<file path="config.mk">
export PLATFORM = sky130hd
export DESIGN_NAME = adsl_spi_core
export DESIGN_NICKNAME = d
export VERILOG_FILES = /design/src/adsl_pkg.sv /design/src/adsl_addr_step.sv /design/src/adsl_spi_core.sv
export SDC_FILE = /design/constraint.sdc
export NUM_CORES = 1
export LEC_CHECK = 0
export ABC_AREA = 1
export BUFFER_PORTS_ARGS = -buffer_cell sky130_fd_sc_hd__clkbuf_2
export CAP_MARGIN = 20
export CORE_ASPECT_RATIO = 0.7
export CORE_MARGIN = 2
export CORE_UTILIZATION = 35
export DETAILED_ROUTE_END_ITERATION = 10
export SKIP_CTS_REPAIR_TIMING = 1
export SYNTH_ARGS = -nofsm -noshare
export SYNTH_HDL_FRONTEND = slang
export SYNTH_SLANG_ARGS = --single-unit
</file>
<file path="constraint.sdc">
create_clock -name clk_sys -period 10.6 [get_ports clk_sys]
set_input_delay 0.53 -clock clk_sys [delete_from_list [all_inputs] [get_ports clk_sys]]
set_output_delay 0.53 -clock clk_sys [all_outputs]
set_load 0.05 [all_outputs]
</file>
<file path="src/adsl_pkg.sv">
// Shared constants and types for the serial register access block
`default_nettype none
package adsl_pkg;
	localparam logic [4:0] ADDR_CH0_FIRST = 5'h00;
	localparam logic [4:0] ADDR_CH0_LOW = 5'h02;
	localparam logic [4:0] ADDR_CH1_FIRST = 5'h03;
	localparam logic [4:0] ADDR_CH1_LOW = 5'h05;
	localparam logic [4:0] ADDR_BITSTREAM = 5'h06;
	localparam logic [4:0] ADDR_DELAY_HI = 5'h07;
	localparam logic [4:0] ADDR_DELAY_LO = 5'h08;
	localparam logic [4:0] ADDR_STATUS = 5'h0A;
	localparam logic [4:0] ADDR_CONFIG_HI = 5'h0C;
	localparam logic [4:0] ADDR_CONFIG_LO = 5'h0D;
	localparam logic [4:0] ADDR_MAP_LAST = 5'h1A;
	localparam logic [4:0] GRP_A_END = 5'h02;
	localparam logic [4:0] GRP_B_END = 5'h05;
	localparam logic [4:0] GRP_C_END = 5'h09;
	localparam logic [4:0] GRP_D_END = 5'h0D;
	localparam logic [4:0] GRP_E_END = 5'h13;
	localparam logic [4:0] GRP_F_END = 5'h19;
	localparam logic [4:0] TYPE_DATA_END = 5'h05;

	localparam int STAT_LOOP_POS = 6;
	localparam int STAT_AUTOSTEP_POS = 5;
	localparam int STAT_WIDTH_POS = 3;
	localparam int STAT_SOURCE_POS = 1;
	localparam int STAT_IDLE_POS = 0;
	localparam int CFG_HOLD_POS = 6;
	localparam int CFG_SLEEP_POS = 4;
	localparam int CFG_OSR_POS = 5;
	localparam int CFG_DIV_POS = 3;
	localparam int CFG_EXTCLK_POS = 2;
	localparam int CFG_EXTREF_POS = 1;
	localparam int CFG_BITOUT_POS = 0;
	localparam logic [7:0] CFG_RESTART_MASK = 8'hFF;

	localparam logic [7:0] RST_BITSTREAM = 8'h33;
	localparam logic [7:0] RST_STATUS = 8'hB9;
	localparam logic [7:0] RST_OTHER = 8'h00;

	localparam logic [1:0] WIDTH_BOTH16 = 2'b00;
	localparam logic [1:0] WIDTH_BOTH24 = 2'b11;

	typedef enum logic [1:0] {
		LOOP_FIXED = 2'b00,
		LOOP_GROUP = 2'b01,
		LOOP_TYPE = 2'b10,
		LOOP_MAP = 2'b11
	} adsl_loop_t;

	typedef enum logic [1:0] {
		SRC_LINKED = 2'b00,
		SRC_FIRST = 2'b01,
		SRC_SECOND = 2'b10,
		SRC_BOTH = 2'b11
	} adsl_src_t;

	typedef enum logic [1:0] {
		PH_IDLE = 2'b00,
		PH_CTRL = 2'b01,
		PH_READ = 2'b10,
		PH_WRITE = 2'b11
	} adsl_phase_t;

	typedef struct packed {
		logic csN;
		logic sck;
		logic sdi;
	} adsl_serial_t;

	typedef struct packed {
		logic [1:0] hold;
		logic [1:0] sleep;
		logic [2:0] oversample_ratio;
		logic [1:0] divider;
		logic extClk;
		logic extRef;
		logic bitOut;
		logic [15:0] delay;
	} adsl_conv_cfg_t;
endpackage : adsl_pkg
`default_nettype wire

</file>
<file path="src/adsl_addr_step.sv">
// Read address counter step: loop sets and short-channel byte skipping
`default_nettype none
module adsl_addr_step (
	input wire logic [4:0] addr,
	input wire adsl_pkg::adsl_loop_t loopSel,
	input wire logic [1:0] widthSel,
	output logic [4:0] nextAddr
);
	logic [4:0] grpLo;
	logic [4:0] grpHi;
	logic [4:0] setLo;
	logic [4:0] setHi;
	logic [4:0] first;
	logic [4:0] second;
	logic skipFirst;
	logic typeData;

	assign typeData = addr <= adsl_pkg::TYPE_DATA_END;
	assign grpHi = addr <= adsl_pkg::GRP_A_END ? adsl_pkg::GRP_A_END :
		addr <= adsl_pkg::GRP_B_END ? adsl_pkg::GRP_B_END :
		addr <= adsl_pkg::GRP_C_END ? adsl_pkg::GRP_C_END :
		addr <= adsl_pkg::GRP_D_END ? adsl_pkg::GRP_D_END :
		addr <= adsl_pkg::GRP_E_END ? adsl_pkg::GRP_E_END :
		addr <= adsl_pkg::GRP_F_END ? adsl_pkg::GRP_F_END : adsl_pkg::ADDR_MAP_LAST;
	assign grpLo = addr <= adsl_pkg::GRP_A_END ? adsl_pkg::ADDR_CH0_FIRST :
		addr <= adsl_pkg::GRP_B_END ? 5'(adsl_pkg::GRP_A_END + 5'h01) :
		addr <= adsl_pkg::GRP_C_END ? 5'(adsl_pkg::GRP_B_END + 5'h01) :
		addr <= adsl_pkg::GRP_D_END ? 5'(adsl_pkg::GRP_C_END + 5'h01) :
		addr <= adsl_pkg::GRP_E_END ? 5'(adsl_pkg::GRP_D_END + 5'h01) :
		addr <= adsl_pkg::GRP_F_END ? 5'(adsl_pkg::GRP_E_END + 5'h01) :
		adsl_pkg::ADDR_MAP_LAST;

	always_comb begin
		case (loopSel)
			adsl_pkg::LOOP_GROUP: begin
				setLo = grpLo;
				setHi = grpHi;
			end
			adsl_pkg::LOOP_TYPE: begin
				setLo = typeData ? adsl_pkg::ADDR_CH0_FIRST : adsl_pkg::ADDR_BITSTREAM;
				setHi = typeData ? adsl_pkg::TYPE_DATA_END : adsl_pkg::ADDR_MAP_LAST;
			end
			default: begin
				setLo = adsl_pkg::ADDR_CH0_FIRST;
				setHi = adsl_pkg::ADDR_MAP_LAST;
			end
		endcase
	end

	// Wrap inside the current set rather than leaving it
	assign first = addr == setHi ? setLo : 5'(addr + 5'h01);
	assign second = first == setHi ? setLo : 5'(first + 5'h01);
	assign skipFirst = (first == adsl_pkg::ADDR_CH0_LOW && widthSel == adsl_pkg::WIDTH_BOTH16) ||
		(first == adsl_pkg::ADDR_CH1_LOW && widthSel != adsl_pkg::WIDTH_BOTH24);
	assign nextAddr = loopSel == adsl_pkg::LOOP_FIXED ? addr : (skipFirst ? second : first);
endmodule : adsl_addr_step
`default_nettype wire

</file>
<file path="src/adsl_spi_core.sv">
// Serial register access, data latches and conversion-done strobe
`default_nettype none

module adsl_spi_core #(
	parameter logic [1:0] DEVICE_ADDR = 2'b00
) (
	input wire logic clk_sys,
	input wire logic rst,
	input wire logic hardResetN,
	input wire adsl_pkg::adsl_serial_t serialIn,
	input wire logic [23:0] firstResult,
	input wire logic [23:0] secondResult,
	input wire logic [1:0] chanReady,
	input wire logic decimatorTick,
	output logic sdoOut,
	output logic sdoOe,
	output logic strobeOut,
	output logic strobeOe,
	output adsl_pkg::adsl_conv_cfg_t convCfg,
	output logic convRestart
);
	logic clr;
	logic csPrev;
	logic sckPrev;
	logic csActive;
	logic csStart;
	logic csEnd;
	logic sckRise;
	logic sckFall;
	logic idleLow;

	adsl_pkg::adsl_phase_t phase;
	logic [2:0] bitCnt;
	logic [7:0] shiftIn;
	logic [7:0] nextIn;
	logic [7:0] shiftOut;
	logic [4:0] curAddr;
	logic pendLoad;
	logic awaitFresh;
	logic byteDone;
	logic ctrlDone;
	logic ctrlMatch;
	logic sdoOeNext;

	logic [7:0] cfgMem [6:26];
	logic [7:0] statusByte;
	adsl_pkg::adsl_loop_t loopSel;
	adsl_pkg::adsl_src_t srcSel;
	logic [1:0] widthSel;
	logic autoStep;
	logic idleDrive;
	logic [4:0] readStep;
	logic [4:0] writeStep;
	logic addrDefined;
	logic wrEn;

	logic isData;
	logic chSel;
	logic [1:0] byteIdx;
	logic [1:0] lastIdx;
	logic [1:0] wide;
	logic [23:0] stage1 [2];
	logic [23:0] frozen [2];
	logic [1:0] busy;
	logic [23:0] newResult [2];
	logic [23:0] dataWord;
	logic [7:0] dataByte;
	logic [4:0] cfgIdx;
	logic [7:0] readByte;
	logic loadFall;
	logic refresh;

	logic [1:0] seen;
	logic jointFire;
	logic [1:0] capture;
	logic strobeEvent;
	logic pulsing;
	logic next_pulsing;
	logic restartReq;
	adsl_pkg::adsl_conv_cfg_t next_cfg;

	// The hard reset pin acts like the reset input
	assign clr = rst | ~hardResetN;

	assign csActive = ~serialIn.csN;
	assign csStart = csActive & csPrev;
	assign csEnd = serialIn.csN & ~csPrev;
	assign sckRise = csActive & serialIn.sck & ~sckPrev;
	assign sckFall = csActive & ~serialIn.sck & sckPrev;

	always_ff @(posedge clk_sys) begin
		csPrev <= clr ? 1'b1 : serialIn.csN;
		sckPrev <= clr ? 1'b0 : serialIn.sck;
	end

	// Idle level at selection tells the two clock modes apart
	always_ff @(posedge clk_sys) begin
		if (clr) begin
			idleLow <= 1'b1;
		end else if (csStart) begin
			idleLow <= ~serialIn.sck;
		end
	end

	assign nextIn = {shiftIn[6:0], serialIn.sdi};
	assign byteDone = sckRise && bitCnt == 3'd7;
	assign ctrlDone = byteDone && phase == adsl_pkg::PH_CTRL;
	// Device address sits in the two bits sent first
	assign ctrlMatch = nextIn[7:6] == DEVICE_ADDR;

	always_ff @(posedge clk_sys) begin
		if (clr || csStart) begin
			bitCnt <= 3'd0;
			shiftIn <= 8'h00;
		end else if (sckRise) begin
			bitCnt <= 3'(bitCnt + 3'd1);
			shiftIn <= nextIn;
		end
	end

	always_ff @(posedge clk_sys) begin
		if (clr || csEnd) begin
			phase <= adsl_pkg::PH_IDLE;
		end else if (csStart) begin
			phase <= adsl_pkg::PH_CTRL;
		end else if (ctrlDone) begin
			phase <= !ctrlMatch ? adsl_pkg::PH_IDLE :
				(nextIn[0] ? adsl_pkg::PH_READ : adsl_pkg::PH_WRITE);
		end
	end

	// Status and communication byte fields
	assign statusByte = cfgMem[adsl_pkg::ADDR_STATUS];
	assign loopSel = adsl_pkg::adsl_loop_t'(statusByte[adsl_pkg::STAT_LOOP_POS +: 2]);
	assign srcSel = adsl_pkg::adsl_src_t'(statusByte[adsl_pkg::STAT_SOURCE_POS +: 2]);
	assign widthSel = statusByte[adsl_pkg::STAT_WIDTH_POS +: 2];
	assign autoStep = statusByte[adsl_pkg::STAT_AUTOSTEP_POS];
	assign idleDrive = statusByte[adsl_pkg::STAT_IDLE_POS];

	adsl_addr_step stepper (
		.addr(curAddr),
		.loopSel(loopSel),
		.widthSel(widthSel),
		.nextAddr(readStep)
	);

	assign addrDefined = curAddr <= adsl_pkg::ADDR_MAP_LAST;
	assign writeStep = curAddr == adsl_pkg::ADDR_MAP_LAST ? adsl_pkg::ADDR_BITSTREAM :
		5'(curAddr + 5'h01);
	assign wrEn = byteDone && phase == adsl_pkg::PH_WRITE && addrDefined &&
		curAddr >= adsl_pkg::ADDR_BITSTREAM;

	// Undefined addresses neither store nor advance the counter in a write; reads still step past them
	always_ff @(posedge clk_sys) begin
		if (clr) begin
			curAddr <= adsl_pkg::ADDR_CH0_FIRST;
		end else if (ctrlDone) begin
			curAddr <= nextIn[5:1];
		end else if (byteDone && phase == adsl_pkg::PH_READ) begin
			curAddr <= readStep;
		end else if (byteDone && phase == adsl_pkg::PH_WRITE && addrDefined && autoStep) begin
			curAddr <= writeStep;
		end
	end

	// Configuration bytes, one register per address
	generate
		for (genvar i = 6; i <= 26; i++) begin : g_cfg
			localparam logic [7:0] RESET_VAL = i == 6 ? adsl_pkg::RST_BITSTREAM :
				(i == 10 ? adsl_pkg::RST_STATUS : adsl_pkg::RST_OTHER);
			always_ff @(posedge clk_sys) begin
				if (clr) begin
					cfgMem[i] <= RESET_VAL;
				end else if (wrEn && curAddr == 5'(i)) begin
					cfgMem[i] <= nextIn;
				end
			end
		end
	endgenerate

	// Read path
	assign isData = curAddr <= adsl_pkg::TYPE_DATA_END;
	assign chSel = curAddr >= adsl_pkg::ADDR_CH1_FIRST;
	assign byteIdx = chSel ? 2'(curAddr - adsl_pkg::ADDR_CH1_FIRST) : curAddr[1:0];
	assign wide[0] = widthSel != adsl_pkg::WIDTH_BOTH16;
	assign wide[1] = widthSel == adsl_pkg::WIDTH_BOTH24;
	assign lastIdx = wide[chSel] ? 2'd2 : 2'd1;
	assign dataWord = busy[chSel] ? frozen[chSel] : stage1[chSel];
	assign dataByte = byteIdx == 2'd0 ? dataWord[23:16] :
		(byteIdx == 2'd1 ? dataWord[15:8] : dataWord[7:0]);
	assign cfgIdx = (isData || !addrDefined) ? adsl_pkg::ADDR_BITSTREAM : curAddr;
	assign readByte = isData ? dataByte : (addrDefined ? cfgMem[cfgIdx] : 8'h00);

	assign loadFall = sckFall && phase == adsl_pkg::PH_READ && pendLoad;
	assign refresh = awaitFresh && capture[chSel] && !sckFall;
	assign newResult[0] = firstResult;
	assign newResult[1] = secondResult;

	// Output shifts on falling edges or an idle-low result refresh, so idle-high mode simply holds the LSB
	always_ff @(posedge clk_sys) begin
		if (clr || csStart) begin
			sdoOut <= 1'b0;
			shiftOut <= 8'h00;
		end else if (loadFall) begin
			sdoOut <= readByte[7];
			shiftOut <= {readByte[6:0], 1'b0};
		end else if (sckFall && phase == adsl_pkg::PH_READ) begin
			sdoOut <= shiftOut[7];
			shiftOut <= {shiftOut[6:0], 1'b0};
		end else if (refresh) begin
			sdoOut <= newResult[chSel][23];
			shiftOut <= {newResult[chSel][22:16], 1'b0};
		end
	end

	always_ff @(posedge clk_sys) begin
		if (clr || csEnd) begin
			pendLoad <= 1'b0;
		end else if ((ctrlDone && ctrlMatch && nextIn[0]) ||
			(byteDone && phase == adsl_pkg::PH_READ)) begin
			pendLoad <= 1'b1;
		end else if (loadFall) begin
			pendLoad <= 1'b0;
		end
	end

	// Idle-low mode waits with the first data bit for the next result
	always_ff @(posedge clk_sys) begin
		if (clr || csEnd || sckRise) begin
			awaitFresh <= 1'b0;
		end else if (loadFall) begin
			awaitFresh <= idleLow && isData && byteIdx == 2'd0;
		end
	end

	// Mirrors the read state of the phase register without extra lag
	assign sdoOeNext = !csEnd && !csStart &&
		(ctrlDone ? (ctrlMatch && nextIn[0]) : phase == adsl_pkg::PH_READ);

	always_ff @(posedge clk_sys) begin
		sdoOe <= clr ? 1'b0 : sdoOeNext;
	end

	// Capture events: linked mode waits for the lagging channel
	assign jointFire = srcSel == adsl_pkg::SRC_LINKED && (seen | chanReady) == 2'b11;
	assign capture = srcSel == adsl_pkg::SRC_LINKED ? {2{jointFire}} : chanReady;

	always_ff @(posedge clk_sys) begin
		if (clr || jointFire || srcSel != adsl_pkg::SRC_LINKED) begin
			seen <= 2'b00;
		end else begin
			seen <= seen | chanReady;
		end
	end

	generate
		for (genvar c = 0; c < 2; c++) begin : g_chan
			always_ff @(posedge clk_sys) begin
				if (clr) begin
					stage1[c] <= 24'h000000;
				end else if (capture[c]) begin
					stage1[c] <= newResult[c];
				end
			end

			// Frozen copy lives until the channel's last byte is clocked out
			always_ff @(posedge clk_sys) begin
				if (clr || csEnd) begin
					busy[c] <= 1'b0;
					frozen[c] <= 24'h000000;
				end else if (loadFall && isData && chSel == 1'(c) && !busy[c]) begin
					busy[c] <= 1'b1;
					frozen[c] <= stage1[c];
				end else if (refresh && chSel == 1'(c)) begin
					frozen[c] <= newResult[c];
				end else if (byteDone && phase == adsl_pkg::PH_READ && isData &&
					chSel == 1'(c) && byteIdx == lastIdx) begin
					busy[c] <= 1'b0;
				end
			end
		end
	endgenerate

	// Strobe source and pulse width
	always_comb begin
		case (srcSel)
			adsl_pkg::SRC_FIRST: strobeEvent = chanReady[0];
			adsl_pkg::SRC_SECOND: strobeEvent = chanReady[1];
			adsl_pkg::SRC_BOTH: strobeEvent = |chanReady;
			default: strobeEvent = jointFire;
		endcase
	end

	// Chip select plays no part here, so strobes run between transfers
	assign next_pulsing = strobeEvent ? 1'b1 : (decimatorTick ? 1'b0 : pulsing);

	always_ff @(posedge clk_sys) begin
		if (clr) begin
			pulsing <= 1'b0;
			strobeOut <= 1'b1;
			strobeOe <= 1'b0;
		end else begin
			pulsing <= next_pulsing;
			strobeOut <= ~next_pulsing;
			strobeOe <= next_pulsing | idleDrive;
		end
	end

	// Converter control; any delay write restarts, even with the same value
	assign restartReq = wrEn && (curAddr == adsl_pkg::ADDR_DELAY_HI ||
		curAddr == adsl_pkg::ADDR_DELAY_LO ||
		(curAddr == adsl_pkg::ADDR_CONFIG_HI &&
		((nextIn ^ cfgMem[adsl_pkg::ADDR_CONFIG_HI]) & adsl_pkg::CFG_RESTART_MASK) != 8'h00));

	assign next_cfg.hold = cfgMem[adsl_pkg::ADDR_CONFIG_LO][adsl_pkg::CFG_HOLD_POS +: 2];
	assign next_cfg.sleep = cfgMem[adsl_pkg::ADDR_CONFIG_LO][adsl_pkg::CFG_SLEEP_POS +: 2];
	assign next_cfg.oversample_ratio = cfgMem[adsl_pkg::ADDR_CONFIG_HI][adsl_pkg::CFG_OSR_POS +: 3];
	assign next_cfg.divider = cfgMem[adsl_pkg::ADDR_CONFIG_HI][adsl_pkg::CFG_DIV_POS +: 2];
	assign next_cfg.extClk = cfgMem[adsl_pkg::ADDR_CONFIG_HI][adsl_pkg::CFG_EXTCLK_POS];
	assign next_cfg.extRef = cfgMem[adsl_pkg::ADDR_CONFIG_HI][adsl_pkg::CFG_EXTREF_POS];
	assign next_cfg.bitOut = cfgMem[adsl_pkg::ADDR_CONFIG_HI][adsl_pkg::CFG_BITOUT_POS];
	assign next_cfg.delay = {cfgMem[adsl_pkg::ADDR_DELAY_HI], cfgMem[adsl_pkg::ADDR_DELAY_LO]};

	always_ff @(posedge clk_sys) begin
		if (clr) begin
			convCfg <= '0;
			convRestart <= 1'b0;
		end else begin
			convCfg <= next_cfg;
			convRestart <= restartReq;
		end
	end
endmodule : adsl_spi_core
`default_nettype wire

</file>
Word-level counts from Yosys, hierarchy flattened
Memories as Yosys holds them, arrays and structs flattened. A register that Yosys moved wholly into a read port is not among the register bits.
Index checks and enable logic that the tools add are counted.
{"block": "classes", "addsub": 4, "magnitude_cmp": 11, "n_eq_ne": 42, "n_mux": 178, "bitwise": 45, "reduce_logical": 91}
{"op": "$mux 24", "n": 10}
{"op": "$mux 8", "n": 28}
{"op": "$mux 1", "n": 110}
{"op": "$mux 5", "n": 20}
{"op": "$logic_and 1x1->1", "n": 56}
{"op": "$eq 5x5->1 const B", "n": 11}
{"op": "$eq 5x4->1 const B", "n": 8}
{"op": "$or 1x1->1", "n": 29}
{"op": "$pmux 5 s2", "n": 2}
{"op": "$eq 5x3->1 const B", "n": 3}
{"op": "$le 5x5->1 const B", "n": 3}
{"op": "$eq 2x2->1 const B", "n": 7}
{"op": "$reduce_bool 2->1", "n": 6}
{"op": "$add 5x1->5 const B", "n": 2}
{"op": "$eq 5x5->1", "n": 2}
{"op": "$le 5x4->1 const B", "n": 2}
{"op": "$logic_not 2->1", "n": 5}
{"op": "$logic_or 1x1->1", "n": 10}
{"op": "$mux 2", "n": 5}
{"op": "$eq 2x1->1 const B", "n": 4}
{"op": "$reduce_bool 8->1", "n": 1}
{"op": "$xor 8x8->8", "n": 1}
{"op": "$not 1->1", "n": 7}
{"op": "$and 1x1->1", "n": 6}
{"op": "other kinds (22)", "n": 33}
{"block": "totals", "ff_bits": 47, "mem_bits_rw": 264, "inputBits": 57, "output_inout_bits": 33, "word_cells": 399, "memories": 3}
{"memory": "cfgMem", "depth": 21, "word_bits": 8, "rd": 6, "rd_clocked_by_memory_dff": 3, "wr": 21, "line_no": "adsl_spi_core.sv:45", "text": "logic [7:0] cfgMem [6:26];"}
{"memory": "frozen", "depth": 2, "word_bits": 24, "rd": 1, "rd_clocked_by_memory_dff": 0, "wr": 2, "line_no": "adsl_spi_core.sv:63", "text": "logic [23:0] frozen [2];"}
{"memory": "stage1", "depth": 2, "word_bits": 24, "rd": 3, "rd_clocked_by_memory_dff": 0, "wr": 2, "line_no": "adsl_spi_core.sv:62", "text": "logic [23:0] stage1 [2];"}

Logic depth before layout (Yosys ltp)
Gate-level depths: netlist (run 1).
{"block": "depth", "depth_word": 17, "ltp_mapped": 31, "depth_no_buf": 29}

Hierarchy
A second synthesis (run 1) with hierarchy kept.
{"block": "unflattened", "hier_cells": 1980, "hier_area_um2": 17334.1}
{"module": "adsl_spi_core", "n_inst": 1, "cells_each": 1795, "area_per_inst_um2": 16211.8, "seq_area_each_um2": 9268.9}
{"module": "adsl_addr_step", "n_inst": 1, "cells_each": 185, "area_per_inst_um2": 1122.3, "seq_area_each_um2": 0.0}

Worst setup path before layout (run 1)
OpenSTA, ideal clock, no wires.
{"block": "synth_path", "path_kind": "register to register", "from": "register curAddr[0]", "to": "memory frozen[0][0], enable pin", "setup_ps": 438, "t_arrival_ps": 3248, "required_ps": 10162, "setup_slack_ps": 6914, "path_stages_with_launch": 9, "path_buffers": 3, "synth_period_minus_slack_ps": 3686, "path_cell_list": "dfxtp_1 -> buf_2 -> nand2_1 -> inv_1 -> nor3_4 -> inv_2 -> clkbuf_1 -> clkbuf_1 -> o21ai_0"}
{"element": "start: declaration", "line_no": "adsl_spi_core.sv:37", "text": "logic [4:0] curAddr;"}
{"element": "start signal: assignment", "line_no": "adsl_spi_core.sv:156", "text": "curAddr <= adsl_pkg::ADDR_CH0_FIRST;"}
{"element": "start signal: assignment", "line_no": "adsl_spi_core.sv:158", "text": "curAddr <= nextIn[5:1];"}
{"element": "start signal: assignment", "line_no": "adsl_spi_core.sv:160", "text": "curAddr <= readStep;"}
{"element": "end: declaration", "line_no": "adsl_spi_core.sv:63"}

Worst setup path in the final report (run 1)
{"block": "layout_path", "from": "register curAddr[0]", "to": "register shiftOut[1]"}
{"block": "layout_between", "elab_chain_len": 8, "word_cells_on_any_way": 32}
{"element": "$le 5x5->1 / $ge 5x2->1 (equally long branches)", "line_no": "adsl_spi_core.sv:147, adsl_spi_core.sv:183"}
{"element": "$logic_not 1->1, or another cell as far along", "line_no": "adsl_spi_core.sv:191", "text": "assign cfgIdx = (isData || !addrDefined) ? adsl_pkg::ADDR_BITSTREAM : curAddr;"}
{"element": "$logic_or 1x1->1, or another cell as far along", "line_no": "adsl_spi_core.sv:191"}
{"element": "$mux 5, or another cell as far along", "line_no": "adsl_spi_core.sv:191"}
{"element": "$mem_v2 21x8, or another cell as far along"}
{"element": "$mux 8 (on tied branches)", "line_no": "adsl_spi_core.sv:192, adsl_spi_core.sv:189, adsl_spi_core.sv:210"}
{"element": "$mux 8 (on tied branches)", "line_no": "adsl_spi_core.sv:192, adsl_spi_core.sv:207"}
{"element": "$mux 8", "line_no": "adsl_spi_core.sv:204", "text": "end else if (loadFall) begin"}
{"element": "end signal: assignment", "line_no": "adsl_spi_core.sv:206", "text": "shiftOut <= {readByte[6:0], 1'b0};"}
{"element": "end signal: assignment", "line_no": "adsl_spi_core.sv:209", "text": "shiftOut <= {shiftOut[6:0], 1'b0};"}
{"element": "end signal: assignment", "line_no": "adsl_spi_core.sv:212", "text": "shiftOut <= {newResult[chSel][22:16], 1'b0};"}
{"element": "end: declaration", "line_no": "adsl_spi_core.sv:36", "text": "logic [7:0] shiftOut;"}
Several ways; a longest one is shown, not always the timed one. The select of a mux whose other input is x is not followed.
A chain may end at the register's enable or synchronous reset.

==> flow_summary.yaml, run 1 <==
cts:
  cts_max_level: 2
  clk_path_buf_depth: 3
  cts.sinks: 331
  clockRootBuffer: "clkbuf_16"
  clkTransAtPathRegs_ps: 60
  clk_latency_ps: 530
  cts_buffers: 35
  cts_tree: "done"
layout:
  fillers: 4592
  nets: 1973
  drive_gt1_share_pct: 12.1
  finalInstanceArea_sq_um: 18600
  post-route-util_pct: 40.1
  num_antenna_cells: 0
  area_growth_pct: 13.6
floorplanning:
  core_area_sq_um: 46200
  die_h_um: 185
  die_area_sq_um: 48400
  start_util_pct: 35.3
  row_count: 66
  dieWidth_um: 262
  pin_count: 90
synth:
  ys_seq_elements: 331
  syn_avg_cell_area_sq_um: 8.87
  ys_async_sr_fraction_pct: 0
  synth-seq-area-share_pct: 56.7
  synth.cell_area_sq_um: 16300
  netlist.area_leader.share_pct: 48.5
  synth_ff_type: "edfxtp_1"
  synth_commonest_cells: "nor2_1 (315), nand2_1 (297), edfxtp_1 (264), inv_1 (212), o21ai_0 (132)"
  synth-edff-count: 264
  synth_area_leaders: "edfxtp_1 (49%), dfxtp_1 (8.2%), nor2_1 (7.2%)"
  ys_types: 56
  synth_warnings: 0
  synth.most_common_cell: "nor2_1"
  synth_nets: 1914
  netlist_instances: 1842
  yosys.area.top_type: "edfxtp_1"
drt:
  wl_per_cell_um: 20.3
  drt_iter0_markers: 1858
  route.detailed.drc: 0
  vias: 13700
  post_drt_via_cell_ratio: 5.41
  wl_mm: 51.4
  ant_nets: 0
  dr.pass1.iters: 5
power:
  power_frac_seq_pct: 52.7
  leakage_nw: 7.49
  irDropWorstVdd_v: 0.0000795
  swShare_pct: 23.6
  power_frac_clock_pct: 40.9
  powerDensity_nw_per_um2: 152
  p_sw_mw: 0.666
  combPwrFrac_pct: 6.4
  p_int_mw: 2.16
timing:
  drv_slew: 0
  setup_viol_count_final: 0
  hold_viol_final: 0
  finalClockSkew_ps: 20.4
  tightest_slew_ps: 1130
  fmax_mhz: 198
  finalCritPeriodShare_pct: 47.5
  grt_setup_unrepaired: "no"
  finalSetupTns_ps: 0
  slew_headroom_pct: 24.7
  layout_min_cycle_time_ps: 5040
place:
  routabilityCongestion: 0.911
  placed_cell_area_sq_um: 17300
  hpwlAfterDp_mm: 36.2
  port_buffers: 89
worst_setup_path:
  crit_type: "reg2reg"
  path_max_fanout: 72
  end_kind: "flop"
  worstPathArrival_ps: 5400
  critPathLaunchType: "flop"
  required_ps: 10960
global_routing:
  grt.total_usage_pct: 20.6
  overflow: 0
  grt_max_degree: 73
  antenna_found_initial: 1
  grt_pass1_wl_mm: 76.1
  grt_pass1_vias: 12400
status:
  outcome: "finished, final reports clean"
flow_run:
  max-cap-violations: 0
min_path:
  hold_class: "in2reg"
==> layout by cell type (no fill, tap or decap), types with 29 or more instances in the layout <==
master | synthesis | routed
a21oi_1 | 108 | 108
a31oi_1 | 29 | 29
clkbuf_16 | 0 | 36
clkbuf_2 | 0 | 91
dfxtp_1 | 67 | 67
edfxtp_1 | 264 | 264
inv_1 | 212 | 212
nand2_1 | 297 | 296
nand3_1 | 95 | 95
nor2_1 | 315 | 314
o211ai_1 | 36 | 36
o21ai_0 | 132 | 131
==> registers in the layout, indices dropped and copies added (netlist names), 3 cells and up <==
signal and cells:
curAddr 5, bitCnt 3, frozen 48, shiftIn 7
cfgMem 168, stage1 48, shiftOut 7, convCfg 28
==> final timing paths <==
| check | to | from | slack [ps] | depth (start not counted) |
|---|---|---|---|---|
| worst min register to register | busy[1] | busy[1] | 480 | 2 |
| worst min-delay path | csPrev | serialIn[2] | 290 | 3 |
| worst max register to register | shiftOut[1] | curAddr[0] | 5560 | 17 |
| worst max-delay path | shiftOut[1] | curAddr[0] | 5560 | 17 |
==> metrics by stage <==
step,power (mW),hold WS [ps],worst slack [ps],std cells
after detailed placement,1.69,459,5390,2466
after floorplan,1.61,428,6910,1842
after global placement,1.68,450,5550,2462
after global routing,2.91,289,5340,2536
final,2.83,286,5560,2536
after CTS,2.84,275,5350,2526
==> layer usage <==
| layer | GRT usage (%) | share of wire, % | wire, um |
|---|---|---|---|
| met4 | 4.52 | 1.5 | 749 |
| met5 | 0 | 0.025 | 13 |
| met1 | 32.2 | 48 | 24400 |
| met2 | 27.7 | 40 | 20400 |
| met3 | 5.48 | 11 | 5870 |
==> critical path: stages (launching register included) <==
cell and delay, ps:
dfxtp_1 450, inv_2 580, ha_1 320, nand2_1 110, inv_2 140, nand2_2 100, nand2_1 160, nand2_2 160
nor2_4 100, buf_4 570, inv_2 620, o21ai_0 320, o21bai_1 140, nand3_1 90, nand2_1 70, a31oi_1 50
o311ai_0 620, a41oi_1 210
==> kinds of logic after synthesis <==
kind of cell             count (synthesis)  share of synthesized area (%)
flip-flops                             331                           56.7
buffers and inverters                  328                           7.88
XOR/XNOR                                 5                          0.268
adder cells (fa/ha/maj)                 15                           1.15
AND/OR/NAND/NOR                        776                           20.0
AO/OA/AOI/OAI                          387                           13.9
==> cell type report <==
type	count	area, sq um	area share (%)
multi-input cells	1183	5800	31.3
clock inverters	7	40.0	0.216
clock buffers	53	997	5.38
repair buffers	119	807	4.35
well taps	612	766	4.13
flip-flops and latches	331	9270	50.0
inverters	231	872	4.70
==> power by group through the flow <==
| stage | Sequential (mW) | Combinational (mW) | Clock [mW] |
|---|---|---|---|
| after floorplan | 1.51 | 0.0950 | 0 |
| after global placement | 1.51 | 0.170 | 0 |
| after detailed placement | 1.51 | 0.173 | 0 |
| after CTS | 1.49 | 0.174 | 1.18 |
| after global routing | 1.49 | 0.196 | 1.22 |
| final | 1.49 | 0.182 | 1.16 |
No activity file was read; power rests on OpenSTA's default activity.
==> inputs of run 2 (changes only) <==
==> constraint.sdc (replaced) <==
create_clock -name clk_sys -period 5.1 [get_ports clk_sys]
set_input_delay 0.255 -clock clk_sys [delete_from_list [all_inputs] [get_ports clk_sys]]
set_output_delay 0.255 -clock clk_sys [all_outputs]
set_load 0.05 [all_outputs]
==> run 2 against run 1 <==
Sequential power grew 110%. Highest routed layer unchanged. Final area grew 0.24%. Largest power group unchanged. Register-to-register slack lost 4900 ps. Worst hold slack lost 290 ps. The flow now finishes with violations (hold timing). Flip-flop and latch count is the same. Clock power grew 110%. Routed wire length shrank 2.2%. Global-route usage shrank 0.28 points.
==> flow_summary.yaml, run 2 (same netlist as run 1, synthesis figures left out) <==
status:
  outcome: "finished with violations"
  violations: "hold timing"
timing:
  finalCritPeriodShare_pct: 86.9
  drv_slew: 0
  grt_setup_unrepaired: "no"
  fmax_mhz: 226
  layout_min_cycle_time_ps: 4430
  slew_headroom_pct: 27.4
  hold_viol_final: 1
  setup_viol_count_final: 0
  finalSetupTns_ps: 0
  tightest_slew_ps: 1090
  finalClockSkew_ps: 25.4
  holdWs_ps: -1.35
global_routing:
  overflow: 0
  grt_pass1_wl_mm: 75.9
  grt_max_degree: 72
  antenna_found_initial: 1
  grt.total_usage_pct: 20.3
  grt_pass1_vias: 12500
drt:
  dr.pass1.iters: 5
  route.detailed.drc: 0
  vias: 13500
  drt_iter0_markers: 1748
  post_drt_via_cell_ratio: 5.30
  ant_nets: 0
  wl_mm: 50.3
  wl_per_cell_um: 19.8
worst_setup_path:
  r2r_setup_slack_ps: 670
  path_max_fanout: 32
  crit_type: "reg2reg"
  required_ps: 5480
  end_kind: "flop"
  critPathLaunchType: "flop"
  worstPathArrival_ps: 4820
floorplanning:
  core_area_sq_um: 46200
  pin_count: 90
  start_util_pct: 35.3
  die_area_sq_um: 48400
  row_count: 66
  dieWidth_um: 262
  die_h_um: 185
place:
  routabilityCongestion: 0.907
  hpwlAfterDp_mm: 35.4
  port_buffers: 89
layout:
  regMostFlops: "cfgMem"
  reg_top3: "cfgMem (168), frozen (48), stage1 (48)"
  area_growth_pct: 13.8
  nets: 1980
  drive_gt1_share_pct: 12.6
  largest_register_ffs: 168
  most-common-layout-cells: "nor2_1 (314), nand2_1 (296), edfxtp_1 (264)"
  post-route-util_pct: 40.2
  num_antenna_cells: 0
  final_common_cell: "nor2_1"
cts:
  cts_tree: "done"
  clk_path_buf_depth: 3
  clk_latency_ps: 540
  cts_max_level: 2
  cts_buffers: 35
  clockRootBuffer: "clkbuf_16"
  cts.sinks: 331
  clkTransAtPathRegs_ps: 60
flow_run:
  max-cap-violations: 0
power:
  irDropWorstVdd_v: 0.000200
  powerDensity_nw_per_um2: 320
  total_power_mw: 5.94
  leakage_nw: 7.52
min_path:
  hold_class: "in2reg"
==> run 2: changes by cell type in the layout (fill, tap and decap cells not counted), moves of 2 or more <==
| cell | previous run | this run |
|---|---|---|
| buf_12 | 0 | 2 |
| buf_16 | 7 | 3 |
| buf_2 | 3 | 1 |
| buf_4 | 17 | 31 |
| clkbuf_2 | 91 | 89 |
| clkbuf_4 | 2 | 0 |
| clkinv_2 | 3 | 5 |
==> run 2: power breakdown <==
group | internal, mW | total, mW | switching (mW)
clock | 1.39 | 2.49 | 1.10
combinational | 0.104 | 0.370 | 0.265
sequential | 3.03 | 3.08 | 0.0510
==> run 2: layer usage <==
metal	global-route usage (%)	vias up	part of all wire [%]
met5	0	-	0.026
met4	4.05	2	1.5
met3	5.87	63	11
met2	28.3	609	40
met1	30.8	6450	47
li1	-	6362	-
==> run 2: critical path: stages, from the launching register on <==
cell and delay [ps]:
dfxtp_1 640, inv_2 440, ha_1 400, nand2_1 110
inv_2 70, nand2_2 110, nand2_1 90, nand2_2 180
nor2_1 100, buf_4 210, inv_1 550, nand3_1 200
nand3_1 130, nand2_1 70, o22ai_1 520, nand2_1 100
o311ai_0 150, a41oi_1 180
==> run 2: layout make-up <==
| class | count | area, sq um |
|---|---|---|
| clock buffers | 51 | 977 |
| clock inverters | 12 | 105 |
| fillers | 4623 | 27600 |
| inverters | 231 | 872 |
| multi-input cells | 1183 | 5800 |
| flip-flops and latches | 331 | 9270 |
| well taps | 612 | 766 |
| repair buffers | 126 | 806 |
==> run 2: final timing paths <==
check / startpoint / endpoint / cells past startpoint
max reg2reg: curAddr[0] / shiftOut[1] / 17
min reg2reg: busy[1] / busy[1] / 2
min: serialIn[2] / csPrev / 3
max: curAddr[0] / shiftOut[1] / 17
==> run 2: metrics by stage <==
stage | cell area, sq um | setup WS [ps] | hold WS, ps | cells
final | 18600 | 670 | -1.35 | 2546
after detailed placement | 17500 | 839 | 462 | 2482
after global routing | 18600 | 438 | 6.50 | 2546
after floorplan | 16300 | 1410 | 364 | 1842
after CTS | 18600 | 821 | -11.5 | 2545
after global placement | 17400 | 844 | 456 | 2477
==> inputs of run 3 (changes only) <==
--- a/config.mk
+++ b/config.mk
@@ -6,6 +6,7 @@
 export NUM_CORES = 1
 export LEC_CHECK = 0
 export ABC_AREA = 1
+export ABC_CLOCK_PERIOD_IN_PS = 5500
 export BUFFER_PORTS_ARGS = -buffer_cell sky130_fd_sc_hd__clkbuf_2
 export CAP_MARGIN = 20
 export CORE_ASPECT_RATIO = 0.7
==> constraint.sdc (replaced) <==
create_clock -name clk_sys -period 5.5 [get_ports clk_sys]
set_input_delay 0.275 -clock clk_sys [delete_from_list [all_inputs] [get_ports clk_sys]]
set_output_delay 0.275 -clock clk_sys [all_outputs]
set_load 0.05 [all_outputs]
==> run 3 against run 2 <==
The run now ends clean. Clock power about the same. Largest power group unchanged. Routed wire length is 1.4% higher. Power down 4.2%. Sequential share of layout area fell by 0.19 points. Non-clock buffer count decreased by 2. Flip-flop and latch count did not move. Highest routed layer is now met4. Largest cell class unchanged.
==> flow_summary.yaml, run 3 (same netlist as run 1, synthesis figures left out) <==
power:
  irDropWorstVdd_v: 0.000183
  p_int_mw: 4.34
  swShare_pct: 23.8
  combPwrFrac_pct: 6.0
  power_frac_clock_pct: 43.7
  leakage_nw: 7.55
  power_frac_seq_pct: 50.2
  powerDensity_nw_per_um2: 305
  p_sw_mw: 1.36
status:
  outcome: "finished, final reports clean"
cts:
  clk_latency_ps: 560
  clkTransAtPathRegs_ps: 70
  cts_tree: "done"
  cts_max_level: 2
  clockRootBuffer: "clkbuf_16"
  cts.sinks: 331
  cts_buffers: 35
  clk_path_buf_depth: 3
global_routing:
  grt_max_degree: 72
  antenna_found_initial: 0
  grt_pass1_vias: 12600
  grt.total_usage_pct: 20.7
  grt_pass1_wl_mm: 76.9
  overflow: 0
layout:
  fillers: 4599
  multi_input_area_sq_um: 5800
  most-common-layout-cells: "nor2_1 (314), nand2_1 (296), edfxtp_1 (264)"
  drive_gt1_share_pct: 12.6
  regMostFlops: "cfgMem"
  largest_register_ffs: 168
  instances_no_fill: 2545
  reg_top3: "cfgMem (168), frozen (48), stage1 (48)"
  area_growth_pct: 14.3
  final_common_cell: "nor2_1"
  num_antenna_cells: 0
  regArea_sq_um: 9270
  nets: 1978
floorplanning:
  die_area_sq_um: 48400
  start_util_pct: 35.3
  die_h_um: 185
  core_area_sq_um: 46200
  pin_count: 90
  dieWidth_um: 262
  row_count: 66
drt:
  post_drt_via_cell_ratio: 5.34
  vias: 13600
  drt_iter0_markers: 1654
  route.detailed.drc: 0
  ant_nets: 0
  wl_per_cell_um: 20.1
  dr.pass1.iters: 5
  wl_mm: 51.0
place:
  place_inst: 2479
  hpwlAfterDp_mm: 36.0
  port_buffers: 89
  routabilityCongestion: 0.969
timing:
  grt_setup_unrepaired: "no"
  hold_viol_final: 0
  slew_headroom_pct: 24.6
  finalCritPeriodShare_pct: 77.2
  layout_min_cycle_time_ps: 4250
  fmax_mhz: 235
  finalSetupTns_ps: 0
  finalClockSkew_ps: 22.2
  setup_viol_count_final: 0
  drv_slew: 0
  tightest_slew_ps: 1130
worst_setup_path:
  end_kind: "flop"
  critPathLaunchType: "flop"
  path_max_fanout: 71
  required_ps: 5980
  crit_type: "reg2reg"
  worstPathArrival_ps: 4720
min_path:
  hold_class: "in2reg"
flow_run:
  max-cap-violations: 0
run 3: changes by cell type in the layout (fill, tap and decap cells not counted), sizes merged:
cell      previous run  this run
clkinv               9        11
buf                 37        35
clkbuf             140       139
bufinv               1         3
inv                231       230
clkinvlp             2         1
run 3: path summary, 6_finish.rpt:
kind	startpoint	endpoint	slack (ps)	cells after the start
max	curAddr[0]	shiftOut[6]	1250	18
min	serialIn[1]	sckPrev	30	3
max reg2reg	curAddr[0]	shiftOut[6]	1250	18
min reg2reg	busy[1]	busy[1]	470	2
run 3: layer usage:
metal  vias up  part of all wire, %  GRT usage, %
li1       6350                    -             -
met1      6485                   47          31.7
met2       687                   40          28.4
met3        64                   11          5.78
met4         0                  1.6          4.57
met5         -                    0             0
run 3: through the flow:
| stage | power (mW) | setup slack (ps) | hold slack (ps) | instance area (sq um) | utilization, % |
|---|---|---|---|---|---|
| after floorplan | 3.10 | 1810 | 384 | 16300 | - |
| after global placement | 3.25 | 1140 | 448 | 17400 | 37.6 |
| after detailed placement | 3.25 | 1160 | 458 | 17400 | 37.7 |
| after CTS | 5.72 | 1220 | 16.7 | 18600 | 40.3 |
| after global routing | 5.87 | 1010 | 36.1 | 18700 | 40.4 |
| final | 5.70 | 1250 | 34.1 | 18700 | 40.4 |
run 3: power groups by stage:
stage / Sequential (mW) / Combinational [mW] / Clock [mW]
after global routing: 2.87 / 0.374 / 2.62
after floorplan: 2.91 / 0.183 / 0
after CTS: 2.86 / 0.339 / 2.52
final: 2.86 / 0.344 / 2.49
after detailed placement: 2.91 / 0.337 / 0
after global placement: 2.92 / 0.331 / 0
run 3: worst max-delay path: stages, from the launching register on:
cell      delay [ps]
dfxtp_1          420
inv_2            610
ha_1             340
nand2_1          110
inv_2            130
nand2_2           90
nand2_1          120
nand2_2          140
nor2_4           120
buf_4            630
nand2_1          100
nand2_1          110
a21oi_1           50
a31o_2           230
o21ai_0          160
o22ai_1          230
nand2_1          120
o311ai_0         200
a21oi_1          210
run 3: final cells by class:
type | count | share of cell area [%]
flip-flops and latches | 331 | 49.7
multi-input cells | 1183 | 31.1
clock buffers | 50 | 5.38
inverters | 231 | 4.67
repair buffers | 124 | 4.13
well taps | 612 | 4.10
clock inverters | 14 | 0.979
